**src/hw/sow_cfg.svh**
```systemverilog
`ifndef SOW_CFG_SVH
`define SOW_CFG_SVH

// register indexes; the apb byte address is four times the index
`define SOW_IDX_OPTIONS 16'h1802
`define SOW_IDX_REV_HIGH 16'h1806
`define SOW_IDX_PART_LOW 16'h1807
`define SOW_IDX_WAKEUP 16'h1808
`define SOW_IDX_EVT_STATUS 16'h1809
`define SOW_IDX_EVT_MASK 16'h180a

// system options fields
`define SOW_OPT_WDOG_EN 7
`define SOW_OPT_WDOG_LONG 6
`define SOW_OPT_STOP 5
`define SOW_OPT_DBG 1
`define SOW_OPT_RESET 8'hc2
`define SOW_OPT_IMPL 8'he2

// wakeup status and control fields
`define SOW_WK_FLAG 7
`define SOW_WK_ACK 6
`define SOW_WK_CLKSEL 5
`define SOW_WK_IE 4
`define SOW_WK_PER_HI 2
`define SOW_WK_PER_LO 0
`define SOW_WK_RESET 8'h00

// event status and mask fields
`define SOW_EVT_WAKE 0
`define SOW_EVT_DISCARD 1
`define SOW_EVT_BAD_STOP 2
`define SOW_EVT_IMPL 8'h07
`define SOW_EVT_RESET 8'h00

// timing
`define SOW_CLK_PERIOD_NS 10
`define SOW_INT_TICK_NS 1000000
`define SOW_WDOG_SHORT_CYC 19'h02000
`define SOW_WDOG_LONG_CYC 19'h40000

// wakeup intervals: internal in ms ticks, external in source edges
`define SOW_INT_MS_1 16'd8
`define SOW_INT_MS_2 16'd32
`define SOW_INT_MS_3 16'd64
`define SOW_INT_MS_4 16'd128
`define SOW_INT_MS_5 16'd256
`define SOW_INT_MS_6 16'd512
`define SOW_INT_MS_7 16'd1024
`define SOW_EXT_DIV_1 16'd256
`define SOW_EXT_DIV_2 16'd1024
`define SOW_EXT_DIV_3 16'd2048
`define SOW_EXT_DIV_4 16'd4096
`define SOW_EXT_DIV_5 16'd8192
`define SOW_EXT_DIV_6 16'd16384
`define SOW_EXT_DIV_7 16'd32768

`endif

```
**src/hw/sow_pkg.sv**
```systemverilog
package sow_pkg;
  typedef logic [2:0] sow_period_t;
  typedef enum logic {SOW_SRC_INTERNAL, SOW_SRC_EXTERNAL} sow_src_t;
  typedef enum logic {SOW_APB_IDLE, SOW_APB_ANSWER} sow_apb_state_t;
endpackage : sow_pkg

```
**src/hw/sow_wake_if.sv**
```systemverilog
`timescale 1ns/10ps
`default_nettype none
// link between the register bank and the wakeup divider
interface sow_wake_if;
  logic tick;
  logic restart;
  sow_pkg::sow_src_t src;
  sow_pkg::sow_period_t period;
  logic timeout;
  modport ctl (output tick, output restart, output src, output period, input timeout);
  modport div (input tick, input restart, input src, input period, output timeout);
endinterface : sow_wake_if
`default_nettype wire

```
**src/hw/sow_top.sv**
```systemverilog
// Overview of operation
// - options register takes only the first write after reset; later writes dropped
// - options readable anytime; bits three and two read zero
// - watchdog enable resets to one; zero disables the watchdog
// - watchdog timeout bit resets to one; selects 2^13 or 2^18 cycles
// - stop permit resets to zero; stop then forces illegal-opcode reset
// - debug pin select resets to one; one debug pin, zero output pin
// - identification high byte is read-only; bits 7:4 hold revision
// - twelve-bit part number split over high nibble and low byte
// - wakeup flag read-only; set on timeout, zero when none pending
// - writing one to acknowledge clears flag; reads zero
// - wakeup clock select: zero internal oscillator, one external source
// - wakeup interrupt enable gates a set flag onto a request
// - period code zero stops the wakeup timer for either source
// - internal source codes give 8 to 1024 ms intervals
// - external source codes divide by 256 up to 32768
// - unimplemented wakeup register bits read zero, writes ignored
//
// Our own choice: the APB slave port.
`timescale 1ns/10ps
`default_nettype none
`include "sow_cfg.svh"
module sow_top
#(
  parameter int INT_TICK_CYCLES = `SOW_INT_TICK_NS / `SOW_CLK_PERIOD_NS,
  parameter logic [3:0] REVISION = 4'h3, // arbitrary value
  parameter logic [11:0] PART_NUMBER = 12'h5a7 // arbitrary value
)
(
  input wire logic clk_sys_i,
  input wire logic rst_b_i,
  input wire logic ce_i,
  input wire logic psel_i,
  input wire logic penable_i,
  input wire logic pwrite_i,
  input wire logic [15:0] paddr_i,
  input wire logic [31:0] pwdata_i,
  output logic [31:0] prdata_o,
  output logic pready_o,
  output logic pslverr_o,
  output logic irq_o,
  output logic watchdog_enable_o,
  output logic watchdog_long_timeout_o,
  output logic [18:0] watchdog_timeout_cycles_o,
  input wire logic stop_request_i,
  output logic stop_enter_o,
  output logic illegal_stop_reset_o,
  input wire logic ext_clk_i,
  output logic wakeup_irq_o,
  output logic debug_pin_select_o,
  input wire logic port_g_bit_zero_output_i,
  input wire logic bdm_out_i,
  input wire logic bdm_oe_i,
  output logic bdm_pin_o,
  input wire logic pin_i,
  output logic pin_o,
  output logic pin_oe_o
);

  ////////////////////////////////////////////////////////////////////////////
  // declarations

  sow_pkg::sow_apb_state_t apb_state_r;
  logic [31:0] prdata_r;
  logic pready_r;
  logic pslverr_r;
  logic [7:0] opt_r;
  logic opt_written_r;
  logic wk_flag_r;
  logic wk_clksel_r;
  logic wk_ie_r;
  sow_pkg::sow_period_t wk_period_r;
  logic [7:0] evt_status_r;
  logic [7:0] evt_mask_r;
  logic [7:0] evt_set;
  logic irq_r;
  logic wakeup_irq_r;
  logic [18:0] wdog_cycles_r;
  logic stop_enter_r;
  logic bad_stop_r;
  logic ext_prev_r;
  logic [16:0] int_cnt_r;
  logic int_tick;
  logic ext_edge;
  logic restart;
  logic wr_commit;
  logic hit;
  logic [7:0] rd_byte;
  logic [7:0] wdat;

  sow_wake_if wake ();

  ////////////////////////////////////////////////////////////////////////////
  // address decode

  // true when the byte address is the aligned word of a register index
  function automatic logic sow_sel(input logic [15:0] addr, input logic [15:0] index);
    return (addr[1:0] == 2'h0) && ({2'h0, addr[15:2]} == index);
  endfunction : sow_sel

  assign wdat = pwdata_i[7:0];

  // read mux; registers are byte wide in the low lane
  always_comb
  begin
    hit = 1'b1;
    rd_byte = 8'h00;
    if (sow_sel(paddr_i, `SOW_IDX_OPTIONS))
    begin
      rd_byte = opt_r & `SOW_OPT_IMPL;
    end
    else if (sow_sel(paddr_i, `SOW_IDX_REV_HIGH))
    begin
      rd_byte = {REVISION, PART_NUMBER[11:8]};
    end
    else if (sow_sel(paddr_i, `SOW_IDX_PART_LOW))
    begin
      rd_byte = PART_NUMBER[7:0];
    end
    else if (sow_sel(paddr_i, `SOW_IDX_WAKEUP))
    begin
      rd_byte = 8'h00; // ack and spare bits read zero
      rd_byte[`SOW_WK_FLAG] = wk_flag_r;
      rd_byte[`SOW_WK_CLKSEL] = wk_clksel_r;
      rd_byte[`SOW_WK_IE] = wk_ie_r;
      rd_byte[`SOW_WK_PER_HI:`SOW_WK_PER_LO] = wk_period_r;
    end
    else if (sow_sel(paddr_i, `SOW_IDX_EVT_STATUS))
    begin
      rd_byte = evt_status_r;
    end
    else if (sow_sel(paddr_i, `SOW_IDX_EVT_MASK))
    begin
      rd_byte = evt_mask_r;
    end
    else
    begin
      hit = 1'b0;
    end
  end

  ////////////////////////////////////////////////////////////////////////////
  // apb slave: one wait state, answer from registers

  // a write lands at the edge where the master sees pready high
  assign wr_commit = pready_r && psel_i && penable_i && pwrite_i && hit;

  always_ff @(posedge clk_sys_i)
  begin
    if (!rst_b_i)
    begin
      apb_state_r <= sow_pkg::SOW_APB_IDLE;
      pready_r <= 1'b0;
      pslverr_r <= 1'b0;
      prdata_r <= 32'h0000_0000;
    end
    else if (ce_i)
    begin
      case (apb_state_r)
        sow_pkg::SOW_APB_IDLE:
        begin
          if (psel_i && penable_i)
          begin
            apb_state_r <= sow_pkg::SOW_APB_ANSWER;
            pready_r <= 1'b1;
            pslverr_r <= ~hit; // unmapped or misaligned
            prdata_r <= (pwrite_i || !hit) ? 32'h0000_0000 : {24'h00_0000, rd_byte};
          end
        end
        default:
        begin
          apb_state_r <= sow_pkg::SOW_APB_IDLE;
          pready_r <= 1'b0;
          pslverr_r <= 1'b0;
        end
      endcase
    end
  end

  ////////////////////////////////////////////////////////////////////////////
  // write-once system options

  always_ff @(posedge clk_sys_i)
  begin
    if (!rst_b_i)
    begin
      opt_r <= `SOW_OPT_RESET;
      opt_written_r <= 1'b0;
    end
    else if (ce_i)
    begin
      if (wr_commit && sow_sel(paddr_i, `SOW_IDX_OPTIONS) && !opt_written_r)
      begin
        opt_r <= wdat & `SOW_OPT_IMPL;
        opt_written_r <= 1'b1;
      end
    end
  end

  ////////////////////////////////////////////////////////////////////////////
  // wakeup status and control

  // restart the interval when a write changes source or period
  assign restart = wr_commit && sow_sel(paddr_i, `SOW_IDX_WAKEUP)
    && ((wdat[`SOW_WK_CLKSEL] != wk_clksel_r)
    || (wdat[`SOW_WK_PER_HI:`SOW_WK_PER_LO] != wk_period_r));

  always_ff @(posedge clk_sys_i)
  begin
    if (!rst_b_i)
    begin
      wk_clksel_r <= 1'(`SOW_WK_RESET >> `SOW_WK_CLKSEL);
      wk_ie_r <= 1'(`SOW_WK_RESET >> `SOW_WK_IE);
      wk_period_r <= sow_pkg::sow_period_t'(`SOW_WK_RESET);
    end
    else if (ce_i)
    begin
      if (wr_commit && sow_sel(paddr_i, `SOW_IDX_WAKEUP))
      begin
        wk_clksel_r <= wdat[`SOW_WK_CLKSEL];
        wk_ie_r <= wdat[`SOW_WK_IE];
        wk_period_r <= wdat[`SOW_WK_PER_HI:`SOW_WK_PER_LO];
      end
    end
  end

  // flag: a timeout in the acknowledge cycle wins
  always_ff @(posedge clk_sys_i)
  begin
    if (!rst_b_i)
    begin
      wk_flag_r <= 1'b0;
    end
    else if (ce_i)
    begin
      if (wake.timeout)
      begin
        wk_flag_r <= 1'b1;
      end
      else if (wr_commit && sow_sel(paddr_i, `SOW_IDX_WAKEUP) && wdat[`SOW_WK_ACK])
      begin
        wk_flag_r <= 1'b0;
      end
    end
  end

  ////////////////////////////////////////////////////////////////////////////
  // wakeup time base

  // nominal 1 ms tick for the internal oscillator
  always_ff @(posedge clk_sys_i)
  begin
    if (!rst_b_i)
    begin
      int_cnt_r <= 17'h0_0000;
    end
    else if (ce_i)
    begin
      if (int_tick || restart)
      begin
        int_cnt_r <= 17'h0_0000;
      end
      else
      begin
        int_cnt_r <= int_cnt_r + 17'h0_0001;
      end
    end
  end

  assign int_tick = (int_cnt_r == 17'(INT_TICK_CYCLES - 1));

  // rising edge of the external source, which is synchronous
  always_ff @(posedge clk_sys_i)
  begin
    if (!rst_b_i)
    begin
      ext_prev_r <= 1'b0;
    end
    else if (ce_i)
    begin
      ext_prev_r <= ext_clk_i;
    end
  end

  assign ext_edge = ext_clk_i && !ext_prev_r;

  // source selection toward the divider
  assign wake.src = wk_clksel_r ? sow_pkg::SOW_SRC_EXTERNAL : sow_pkg::SOW_SRC_INTERNAL;
  assign wake.tick = wk_clksel_r ? ext_edge : int_tick;
  assign wake.period = wk_period_r;
  assign wake.restart = restart;

  sow_wakeup_div u_div
  (
    .clk_sys_i (clk_sys_i),
    .rst_b_i (rst_b_i),
    .ce_i (ce_i),
    .wake (wake.div)
  );

  ////////////////////////////////////////////////////////////////////////////
  // event status, mask and interrupt

  always_comb
  begin
    evt_set = 8'h00;
    evt_set[`SOW_EVT_WAKE] = wake.timeout;
    evt_set[`SOW_EVT_DISCARD] = wr_commit && sow_sel(paddr_i, `SOW_IDX_OPTIONS) && opt_written_r;
    evt_set[`SOW_EVT_BAD_STOP] = stop_request_i && !opt_r[`SOW_OPT_STOP];
  end

  // write one to clear; a set in the same cycle wins
  always_ff @(posedge clk_sys_i)
  begin
    if (!rst_b_i)
    begin
      evt_status_r <= `SOW_EVT_RESET;
      evt_mask_r <= `SOW_EVT_RESET;
    end
    else if (ce_i)
    begin
      if (wr_commit && sow_sel(paddr_i, `SOW_IDX_EVT_STATUS))
      begin
        evt_status_r <= ((evt_status_r & ~wdat) | evt_set) & `SOW_EVT_IMPL;
      end
      else
      begin
        evt_status_r <= (evt_status_r | evt_set) & `SOW_EVT_IMPL;
      end
      if (wr_commit && sow_sel(paddr_i, `SOW_IDX_EVT_MASK))
      begin
        evt_mask_r <= wdat & `SOW_EVT_IMPL;
      end
    end
  end

  // interrupt levels
  always_ff @(posedge clk_sys_i)
  begin
    if (!rst_b_i)
    begin
      irq_r <= 1'b0;
      wakeup_irq_r <= 1'b0;
    end
    else if (ce_i)
    begin
      irq_r <= |(evt_status_r & evt_mask_r);
      wakeup_irq_r <= wk_flag_r && wk_ie_r;
    end
  end

  ////////////////////////////////////////////////////////////////////////////
  // watchdog, stop and shared pin controls

  always_ff @(posedge clk_sys_i)
  begin
    if (!rst_b_i)
    begin
      wdog_cycles_r <= `SOW_WDOG_LONG_CYC;
      stop_enter_r <= 1'b0;
      bad_stop_r <= 1'b0;
    end
    else if (ce_i)
    begin
      wdog_cycles_r <= opt_r[`SOW_OPT_WDOG_LONG] ? `SOW_WDOG_LONG_CYC : `SOW_WDOG_SHORT_CYC;
      stop_enter_r <= stop_request_i && opt_r[`SOW_OPT_STOP];
      bad_stop_r <= stop_request_i && !opt_r[`SOW_OPT_STOP];
    end
  end

  // shared pin: debug function or output-only port bit
  always_ff @(posedge clk_sys_i)
  begin
    if (!rst_b_i)
    begin
      pin_o <= 1'b0;
      pin_oe_o <= 1'b0;
      bdm_pin_o <= 1'b1;
    end
    else if (ce_i)
    begin
      if (opt_r[`SOW_OPT_DBG])
      begin
        pin_o <= bdm_out_i;
        pin_oe_o <= bdm_oe_i;
        bdm_pin_o <= pin_i;
      end
      else
      begin
        pin_o <= port_g_bit_zero_output_i;
        pin_oe_o <= 1'b1;
        bdm_pin_o <= 1'b1; // debug input idles high
      end
    end
  end

  ////////////////////////////////////////////////////////////////////////////
  // outputs

  assign prdata_o = prdata_r;
  assign pready_o = pready_r;
  assign pslverr_o = pslverr_r;
  assign irq_o = irq_r;
  assign wakeup_irq_o = wakeup_irq_r;
  assign watchdog_enable_o = opt_r[`SOW_OPT_WDOG_EN];
  assign watchdog_long_timeout_o = opt_r[`SOW_OPT_WDOG_LONG];
  assign watchdog_timeout_cycles_o = wdog_cycles_r;
  assign debug_pin_select_o = opt_r[`SOW_OPT_DBG];
  assign stop_enter_o = stop_enter_r;
  assign illegal_stop_reset_o = bad_stop_r;

endmodule : sow_top
`default_nettype wire

```
**src/hw/sow_wakeup_div.sv**
```systemverilog
`timescale 1ns/10ps
`default_nettype none
`include "sow_cfg.svh"
module sow_wakeup_div
(
  input wire logic clk_sys_i,
  input wire logic rst_b_i,
  input wire logic ce_i,
  sow_wake_if.div wake
);

  logic [15:0] cnt_r;
  logic timeout_r;
  logic [15:0] limit;

  // number of ticks in one wakeup interval
  function automatic logic [15:0] sow_limit(input sow_pkg::sow_src_t src, input sow_pkg::sow_period_t per);
    logic [15:0] v;
    v = 16'h0000;
    if (src == sow_pkg::SOW_SRC_INTERNAL)
    begin
      case (per)
        3'h1: v = `SOW_INT_MS_1;
        3'h2: v = `SOW_INT_MS_2;
        3'h3: v = `SOW_INT_MS_3;
        3'h4: v = `SOW_INT_MS_4;
        3'h5: v = `SOW_INT_MS_5;
        3'h6: v = `SOW_INT_MS_6;
        3'h7: v = `SOW_INT_MS_7;
        default: v = 16'h0000;
      endcase
    end
    else
    begin
      case (per)
        3'h1: v = `SOW_EXT_DIV_1;
        3'h2: v = `SOW_EXT_DIV_2;
        3'h3: v = `SOW_EXT_DIV_3;
        3'h4: v = `SOW_EXT_DIV_4;
        3'h5: v = `SOW_EXT_DIV_5;
        3'h6: v = `SOW_EXT_DIV_6;
        3'h7: v = `SOW_EXT_DIV_7;
        default: v = 16'h0000;
      endcase
    end
    return v;
  endfunction : sow_limit

  assign limit = sow_limit(wake.src, wake.period);

  // interval counter; code zero holds it stopped, any source
  always_ff @(posedge clk_sys_i)
  begin
    if (!rst_b_i)
    begin
      cnt_r <= 16'h0000;
      timeout_r <= 1'b0;
    end
    else if (ce_i)
    begin
      timeout_r <= 1'b0;
      if (wake.restart || (wake.period == 3'h0))
      begin
        cnt_r <= 16'h0000;
      end
      else if (wake.tick)
      begin
        if (cnt_r == limit - 16'h0001)
        begin
          cnt_r <= 16'h0000;
          timeout_r <= 1'b1;
        end
        else
        begin
          cnt_r <= cnt_r + 16'h0001;
        end
      end
    end
  end

  assign wake.timeout = timeout_r;

endmodule : sow_wakeup_div
`default_nettype wire

```
**config.mk**
```make
export PLATFORM = sky130hd
export DESIGN_NAME = sow_top
export DESIGN_NICKNAME = d
export VERILOG_FILES = /design/src/hw/sow_pkg.sv /design/src/hw/sow_wake_if.sv /design/src/hw/sow_top.sv /design/src/hw/sow_wakeup_div.sv
export VERILOG_INCLUDE_DIRS = /design/src /design/src/hw
export SDC_FILE = /design/constraint.sdc
export NUM_CORES = 1
export LEC_CHECK = 0
export BUFFER_PORTS_ARGS = -buffer_cell sky130_fd_sc_hd__buf_2
export CAP_MARGIN = 10
export CORE_UTILIZATION = 49
export CTS_CLUSTER_DIAMETER = 60
export DETAILED_ROUTE_END_ITERATION = 10
export GPL_ROUTABILITY_DRIVEN = 0
export HOLD_SLACK_MARGIN = 0.08
export PLACE_DENSITY = 0.76
export SYNTH_ARGS = -nofsm -noshare
export SYNTH_HDL_FRONTEND = slang
export SYNTH_HIERARCHICAL = 1
export SYNTH_SLANG_ARGS = --single-unit
```
**constraint.sdc**
```tcl
create_clock -name clk_sys_i -period 3.3 [get_ports clk_sys_i]
set_clock_uncertainty 0.15 [all_clocks]
set_input_delay 0.66 -clock clk_sys_i [delete_from_list [all_inputs] [get_ports clk_sys_i]]
set_output_delay 0.66 -clock clk_sys_i [all_outputs]
set_load 0.005 [all_outputs]
```
# Word-level counts from Yosys, hierarchy flattened
# Index checks and enable logic that the tools add are counted.
# word_totals
ramBits	0
inputBits	60
latch_bits	0
wordCells	133
ff_bits	113
out_inout_bits	63
romBits	0
n_memories	0
# op_classes
n_addsub	3
n_div	0
eq_ne	17
magnitude_cmp	0
n_bitwise	7
shifts	0
muxes	38
reduce_logical	44
mul	0
# op_table
operator	count
one-hot mux 16 bit (7 select lines)	1
== test 14 x 13 -> 1 bit, second input constant	6
one-hot mux 11 bit (7 select lines)	1
2-to-1 mux 16 bit	4
2-to-1 mux 8 bit	5
logical AND 1 bit	23
2-to-1 mux 1 bit	22
2-to-1 mux 19 bit	1
adder 17 x 1 -> 17 bit, second input constant	1
== test 17 bit, second input constant	1
2-to-1 mux 17 bit	1
adder 16 x 1 -> 16 bit, second input constant	1
== test 16 bit	1
subtractor 16 x 1 -> 16 bit, second input constant	1
== test 3 bit, second input constant	4
AND reduction 2 bit	6
2-to-1 mux 3 bit	3
OR reduction 8 bit	1
AND 3 bit	2
== test 3 x 2 -> 1 bit, second input constant	2
OR 3 bit	2
nonzero test 2 bit	3
zero test 1 bit	4
logical OR 1 bit	4
8 further kinds	9

# Logic depth before layout (Yosys ltp)
# Gate-level depths: netlist of run 1.
# depth
word_depth	14
mapped_depth	14
depth_no_buf	10

# Modules after synthesis
# Netlist of run 1, hierarchy kept.
# by_module_without_submodules
mod	cells_each	seq_area_each_um2	area_per_inst_um2	n_inst
sow_top	380	1081.0	3295.7	1
sow_wakeup_div	172	340.3	1383.8	1

# Worst setup path before layout of run 1
# OpenSTA, ideal clock, no wires.
# synth_timing
kind	register to register
start	register wk_period_r[1] (netlist: wake.period[1])
end	register u_div.cnt_r[14]
period_less_slack_ns	3.519
slack_ns	-0.219
stages_incl_launch_ff	14
setup_ns	0.117
t_arrival_ns	3.253
n_path_buf	5
required_ns	3.033
cell_sequence	dfxtp_1 -> buf_2 -> buf_2 -> or4b_2 -> ha_1 -> buf_2 -> and3_1 -> o31a_1 -> or3_1 -> a211oi_2 -> a31oi_4 -> buf_6 -> buf_12 -> a22o_1
# synth_between
elab_chain_cells	8
elab_cells_between_ends	22
cone_classes	add/sub (1); eq/ne (9); mux (6); reduce/logical (6)
# synth_rtl
element	line	rtl
start: declaration	sow_top.sv:72	sow_pkg::sow_period_t wk_period_r;
start signal: assignment	sow_top.sv:214	wk_period_r <= sow_pkg::sow_period_t'(`SOW_WK_RESET);
start signal: assignment	sow_top.sv:222	wk_period_r <= wdat[`SOW_WK_PER_HI:`SOW_WK_PER_LO];
== test 3 bit, or another cell as far along	sow_wakeup_div.sv:22, sow_wakeup_div.sv:35	
one-hot mux 11 bit (7 select lines) / one-hot mux 16 bit (7 select lines) (equally long branches)	sow_wakeup_div.sv:22, sow_wakeup_div.sv:35	
2-to-1 mux 16 bit	sow_wakeup_div.sv:20	if (src == sow_pkg::SOW_SRC_INTERNAL)
subtractor 16 x 1 -> 16 bit	sow_wakeup_div.sv:68	if (cnt_r == limit - 16'h0001)
== test 16 bit	sow_wakeup_div.sv:68	
2-to-1 mux 16 bit	sow_wakeup_div.sv:68	
2-to-1 mux 16 bit	sow_wakeup_div.sv:66	else if (wake.tick)
2-to-1 mux 16 bit	sow_wakeup_div.sv:62	if (wake.restart || (wake.period == 3'h0))
end signal: assignment	sow_wakeup_div.sv:75	cnt_r <= cnt_r + 16'h0001;
end: declaration	sow_wakeup_div.sv:12	logic [15:0] cnt_r;
# Several ways; a longest one is shown, not always the timed one. The select of a mux whose other input is x is not followed.
# A chain may end at the register's enable or synchronous reset.

# Worst setup path after layout of run 1
# layout_timing
start	register wk_clksel_r
end	register u_div.cnt_r[7]
# layout_between
elab_chain_cells	7
elab_cells_between_ends	14
cone_classes	add/sub (1); eq/ne (2); mux (6); reduce/logical (5)
# layout_rtl
element	line	rtl
start: declaration	sow_top.sv:70	logic wk_clksel_r;
start signal: assignment	sow_top.sv:212	wk_clksel_r <= 1'(`SOW_WK_RESET >> `SOW_WK_CLKSEL);
start signal: assignment	sow_top.sv:220	wk_clksel_r <= wdat[`SOW_WK_CLKSEL];
2-to-1 mux 1 bit	sow_top.sv:288	assign wake.src = wk_clksel_r ? sow_pkg::SOW_SRC_EXTERNAL : sow_pkg::SOW_SRC_INTERNAL;
2-to-1 mux 16 bit	sow_wakeup_div.sv:20	
subtractor 16 x 1 -> 16 bit	sow_wakeup_div.sv:68	
== test 16 bit	sow_wakeup_div.sv:68	
2-to-1 mux 16 bit	sow_wakeup_div.sv:68	
2-to-1 mux 16 bit	sow_wakeup_div.sv:66	
2-to-1 mux 16 bit	sow_wakeup_div.sv:62	
# Several ways; a longest one is shown, not always the timed one. The select of a mux whose other input is x is not followed.

==> results of run 1 <==
## Yosys cell counts (all sizes together) (6+ instances only)
cell,instances
and2,8
inv,15
nand4,21
buf,59
and3,12
nor3,12
or3,6
o21ai,21
nor2b,9
nand2,36
o211ai,8
a21oi,30
a22oi,7
clkbuf,14
o31ai,9
a31oi,15
nand3,28
xnor2,11
mux2i,8
xor2,9
nor4,9
a211oi,17
dfxtp,71
nor2,27
## metrics by stage
| stage | cells | instance area [sq um] | hold slack (ps) | setup slack [ps] |
|---|---|---|---|---|
| after floorplan | 593 | 4870 | 292 | 56.8 |
| after global placement | 722 | 4930 | 283 | 180 |
| after detailed placement | 722 | 4930 | 289 | 134 |
| after CTS | 738 | 5130 | 299 | 127 |
| after global routing | 738 | 5130 | 317 | 5.93 |
| final | 738 | 5130 | 296 | 132 |
## cell families (layout without fill, tap and decap cells)
group | Yosys count | count (layout)
AND/OR/NAND/NOR | 207 | 207
adder cells (fa/ha/maj) | 5 | 5
flip-flops | 71 | 71
multiplexers | 9 | 9
XOR/XNOR | 20 | 20
AO/OA/AOI/OAI | 151 | 151
other | 1 | 42
buffers and inverters | 88 | 104
## power breakdown
part	switching, mW	internal (mW)	total [mW]
combinational	0.0997	0.0506	0.150
clock	0.349	0.355	0.703
sequential	0.00632	0.866	0.872
## layout make-up
class	instances	share of cell area, %
inverter	15	1.10
clock inverter	6	1.37
multi-input combinational	434	56.1
tap	129	3.15
clock buffer	10	2.49
sequential	71	27.8
timing repair buffer	73	8.01
## worst max-delay path, delay by kind of cell, from the launching register on
| kind | cells | cell delay (ps) |
|---|---|---|
| and+or+nand+nor | 4 | 1340 |
| AOI/OAI and AO/OA | 4 | 1010 |
| DFF | 1 | 320 |
| adders and majority gates | 1 | 250 |
## state kept, by name, summed over array words and instances, names as in the netlist, 2 cells and up
register                   count
opt_r                          4
evt_mask_r                     3
watchdog_timeout_cycles_o      2
u_div/cnt_r                   16
evt_status_r                   3
wake.period                    3
prdata_o                       7
int_cnt_r                     17
## metal layers
metal	vias to the layer above	global-route usage [%]	share of wire, %
li1	2102	-	-
met1	2129	32.4	44
met2	168	38.6	47
met3	21	5.55	6.9
met4	0	7.24	1.7
met5	-	0	0
## final timing paths
kind	slack (ps)	to	start
setup / recovery	130	u_div/cnt_r[7]	wk_clksel_r
hold / removal	300	prdata_o[0]	prdata_o[0]
setup reg to reg	130	u_div/cnt_r[7]	wk_clksel_r
hold reg to reg	300	prdata_o[0]	prdata_o[0]
==> flow_summary.json, run 1 <==
{
  "yosys.cell_types.count": 84,
  "first_global_vias": 3999,
  "wl_per_cell_microns": 15.7,
  "grt.overflow.total": 0,
  "fillers": 889,
  "synth_xor_area_share_pct": 3.74,
  "syn2layout_area_growth_pct": 9.55,
  "grt_max_degree": 41,
  "antenna_found_initial": 0,
  "die_h_microns": 99.7,
  "period_minus_slack_ps": 3170,
  "multi_input_area_sq_um": 2880,
  "synth_area_per_cell_sq_um": 8.48,
  "drt_iter0_drc": 317,
  "max_freq_mhz": 316,
  "synth-seq-cells": 71,
  "total_power_mw": 1.73,
  "fp.coreArea_sq_um": 9240,
  "power_density_nw_per_um2": 337,
  "dp_hpwl_microns": 8400,
  "cts_tree": "yes",
  "ant_nets": 0,
  "layout_common_cells": "68 x dfxtp_1, 55 x buf_2, 42 x conb_1",
  "vdd_drop_max_mv": 0.254,
  "reg2reg_depth": 9,
  "drv_slew": 0,
  "via_per_inst": 5.99,
  "synth_largest_area_cell": "dfxtp_1",
  "yosys.area_share.simple_pct": 27.2,
  "period_share_pct": 96.0,
  "synth_area_leaders": "dfxtp_1 30%, buf_4 7.2%, a21oi_1 3.1%, nand3_1 2.9%, nand2_1 2.7%",
  "drc": 0,
  "h-tree-depth": 3,
  "initial_utilization_pct": 50.6,
  "maxCapViolations": 0,
  "synth_edf_count": 0,
  "critical_path_required_ps": 3400,
  "mostFrequentLayoutCell": "dfxtp_1",
  "cts-root-buf": "clkbuf_8",
  "yosysSeqAreaShare_pct": 30.4,
  "ctsResizeCount": 0,
  "cts_made_buffers": 9,
  "fin_nets": 667,
  "io_pins": 123,
  "clockBufferDepth": 2,
  "outcome": "complete, no violations",
  "final.setup.tns_ps": 0,
  "fp.dieArea_sq_um": 9950,
  "synthAdderAreaFrac_pct": 1.26,
  "finalCoreUtilization_pct": 55.5,
  "grt_pass1_wl_microns": 19400,
  "clk_pin_slew_ps": 80,
  "worstPathMaxFanout": 18,
  "max_slew_margin_pct": 50.9,
  "postCtsHoldBufs": 0,
  "worst_pin_slew_ps": 737,
  "rsz0062_at_grt": "no",
  "synth_compound_area_share_pct": 23.7,
  "leakagePower_nw": 1.85,
  "synth_top_area_share_pct": 30.4,
  "post_cts_buffers": 0,
  "clk_latency_ps": 350,
  "critPathMaxStageDelay_ps": 520,
  "wl_microns": 11600,
  "synthesis.area_sq_um": 4680,
  "min_path_type": "reg2reg",
  "endpoint_kind": "flip-flop",
  "criticalPathCategory": "reg2reg",
  "synth_top_family_by_area": "simple AND/OR/NAND/NOR gates",
  "start_kind": "flip-flop",
  "cp_slowest_cell": "or4b_4",
  "rows": 35,
  "layout-drive-gt1-share_pct": 20.7,
  "async_reset_ff_share_pct": 0,
  "vias": 4420,
  "synth.area.mux_share_pct": 1.95,
  "regArea_sq_um": 1430,
  "hold_path_depth": 2,
  "ys_warn_count": 6,
  "die_w_microns": 99.7,
  "hold_viol_final": 0,
  "syn_inst": 552,
  "track_usage_pct": 24.2,
  "antennaDiodeCount": 0,
  "dr.pass1.iters": 5,
  "cpMostUsedCell": "and3_1",
  "cp_cell_sequence": "or4b_4, ha_2, and3_1, o31a_1, or3_1, a211oi_2, a31oi_4, and3_1, a221o_1",
  "port_buffers": 55,
  "cp.arrival_ps": 3270,
  "finalSetupViolCount": 0,
  "synth_ff_type": "dfxtp_1",
  "cts.sinks": 71
}
No activity file was read; power rests on OpenSTA's default activity.
==> run 2, diff against run 1 <==
--- a/config.mk
+++ b/config.mk
@@ -14,6 +14,7 @@
 export GPL_ROUTABILITY_DRIVEN = 0
 export HOLD_SLACK_MARGIN = 0.08
 export PLACE_DENSITY = 0.76
+export RECOVER_POWER = 25
 export SYNTH_ARGS = -nofsm -noshare
 export SYNTH_HDL_FRONTEND = slang
 export SYNTH_HIERARCHICAL = 1
==> run 2 against run 1 <==
The run now ends with capacitance limit, slew limit left. Clock-buffer cell count unchanged. Global-route usage is the same. Setup slack barely moved. Utilization is 0.12 points lower. Combinational power barely moved. Cell count stayed put. Sequential power hardly changed. Non-clock buffer count unchanged. Sequential share of layout area up 0.061 points. Clock power barely moved. Critical path type unchanged. Critical endpoint unchanged. Largest cell class unchanged. Largest power group unchanged. Highest routed layer unchanged.
==> flow_summary.json, run 2 (same netlist as run 1, synthesis figures left out) <==
{
  "outcome": "finished with violations",
  "violations": "capacitance limit, slew limit",
  "min_from": "prdata_o[0]",
  "leakagePower_nw": 1.82,
  "power_density_nw_per_um2": 338,
  "fin_nets": 667,
  "wl_microns": 11500,
  "criticalPathCategory": "reg2reg",
  "ctsResizeCount": 0,
  "h-tree-depth": 3,
  "die_h_microns": 99.7,
  "mostFrequentLayoutCell": "dfxtp_1",
  "io_pins": 123,
  "initial_utilization_pct": 50.6,
  "track_usage_pct": 24.2,
  "multi_input_area_sq_um": 2880,
  "via_per_inst": 5.97,
  "post_cts_buffers": 0,
  "postCtsHoldBufs": 0,
  "dp_hpwl_microns": 8400,
  "maxCapViolations": 1,
  "endpoint_kind": "flip-flop",
  "finalSetupViolCount": 0,
  "worstPathMaxFanout": 18,
  "first_global_vias": 3999,
  "cts.sinks": 71,
  "max_freq_mhz": 316,
  "rsz0062_at_grt": "no",
  "syn2layout_area_growth_pct": 9.30,
  "top_register": "int_cnt_r",
  "period_minus_slack_ps": 3170,
  "final.setup.tns_ps": 0,
  "drt_iter0_drc": 331,
  "cts-root-buf": "clkbuf_8",
  "hold_viol_final": 0,
  "layout_common_cells": "68 x dfxtp_1, 49 x buf_2, 42 x conb_1",
  "clk_latency_ps": 350,
  "vias": 4408,
  "worst_pin_slew_ps": 1630,
  "grt_max_degree": 41,
  "cts_tree": "yes",
  "max_slew_margin_pct": -8.58,
  "ant_nets": 0,
  "regArea_sq_um": 1430,
  "die_w_microns": 99.7,
  "fillers": 892,
  "grt_pass1_wl_microns": 19400,
  "critical_path_required_ps": 3400,
  "reg2reg_from": "wk_clksel_r",
  "dr.pass1.iters": 5,
  "clk_pin_slew_ps": 80,
  "largest_reg_flops": 17,
  "period_share_pct": 96.0,
  "cp.arrival_ps": 3270,
  "port_buffers": 55,
  "finalCoreUtilization_pct": 55.4,
  "layout-drive-gt1-share_pct": 19.4,
  "fp.coreArea_sq_um": 9240,
  "antenna_found_initial": 0,
  "rows": 35,
  "cts_made_buffers": 9,
  "startpoint": "wk_clksel_r",
  "clockBufferDepth": 2,
  "grt.overflow.total": 0,
  "fp.dieArea_sq_um": 9950,
  "wl_per_cell_microns": 15.6,
  "min_path_type": "reg2reg",
  "vdd_drop_max_mv": 0.255,
  "drc": 0,
  "antennaDiodeCount": 0,
  "start_kind": "flip-flop",
  "drv_slew": 36
}
[run 2: cell count changes in the layout (fill, tap and decap cells not counted), sizes merged]
cell    before  now
buf         73   66
clkbuf      10   17
[run 2: routing by layer]
layer / track usage, % / wire length [microns] / vias up
met5: 0 / 0 / -
met4: 7.24 / 208 / 0
met3: 5.55 / 741 / 26
met2: 38.6 / 5430 / 156
met1: 32.4 / 5150 / 2123
li1: - / - / 2103
[run 2: critical path, stage by stage, from the launching register on]
cell and delay (ps):
dfxtp_2 320, or4b_4 520, ha_2 250, and3_1 190, o31a_1 240, or3_1 380
a211oi_2 280, a31oi_4 240, and3_1 250, a221o_1 250
[run 2: worst paths after layout]
kind | endpoint | slack, ps | cells past startpoint
max | u_div/cnt_r[7] | 130 | 9
min | prdata_o[0] | 290 | 2
max reg2reg | u_div/cnt_r[7] | 130 | 9
min reg2reg | prdata_o[0] | 290 | 2
[run 2: final cells by class]
| cell class | instances | share of cell area, % |
|---|---|---|
| well taps | 129 | 3.16 |
| repair buffers | 73 | 7.80 |
| multi-input cells | 434 | 56.2 |
| inverters | 15 | 1.10 |
| flip-flops and latches | 71 | 27.9 |
| clock inverters | 6 | 1.37 |
| clock buffers | 10 | 2.50 |
[run 2: per-stage QoR]
stage	cells	power, mW	setup WS, ps	area (sq um)	hold WS (ps)
6_report	738	1.73	132	5110	295
4_1_cts	738	1.74	127	5130	299
2_1_floorplan	593	1.02	56.8	4870	292
3_5_place_dp	722	1.04	134	4930	289
5_1_grt	738	1.79	5.15	5110	317
3_3_place_gp	722	1.04	180	4930	283
[run 2: power by group]
group | switching [mW] | internal (mW)
registers | 0.00639 | 0.866
clock network | 0.350 | 0.355
logic | 0.0998 | 0.0495
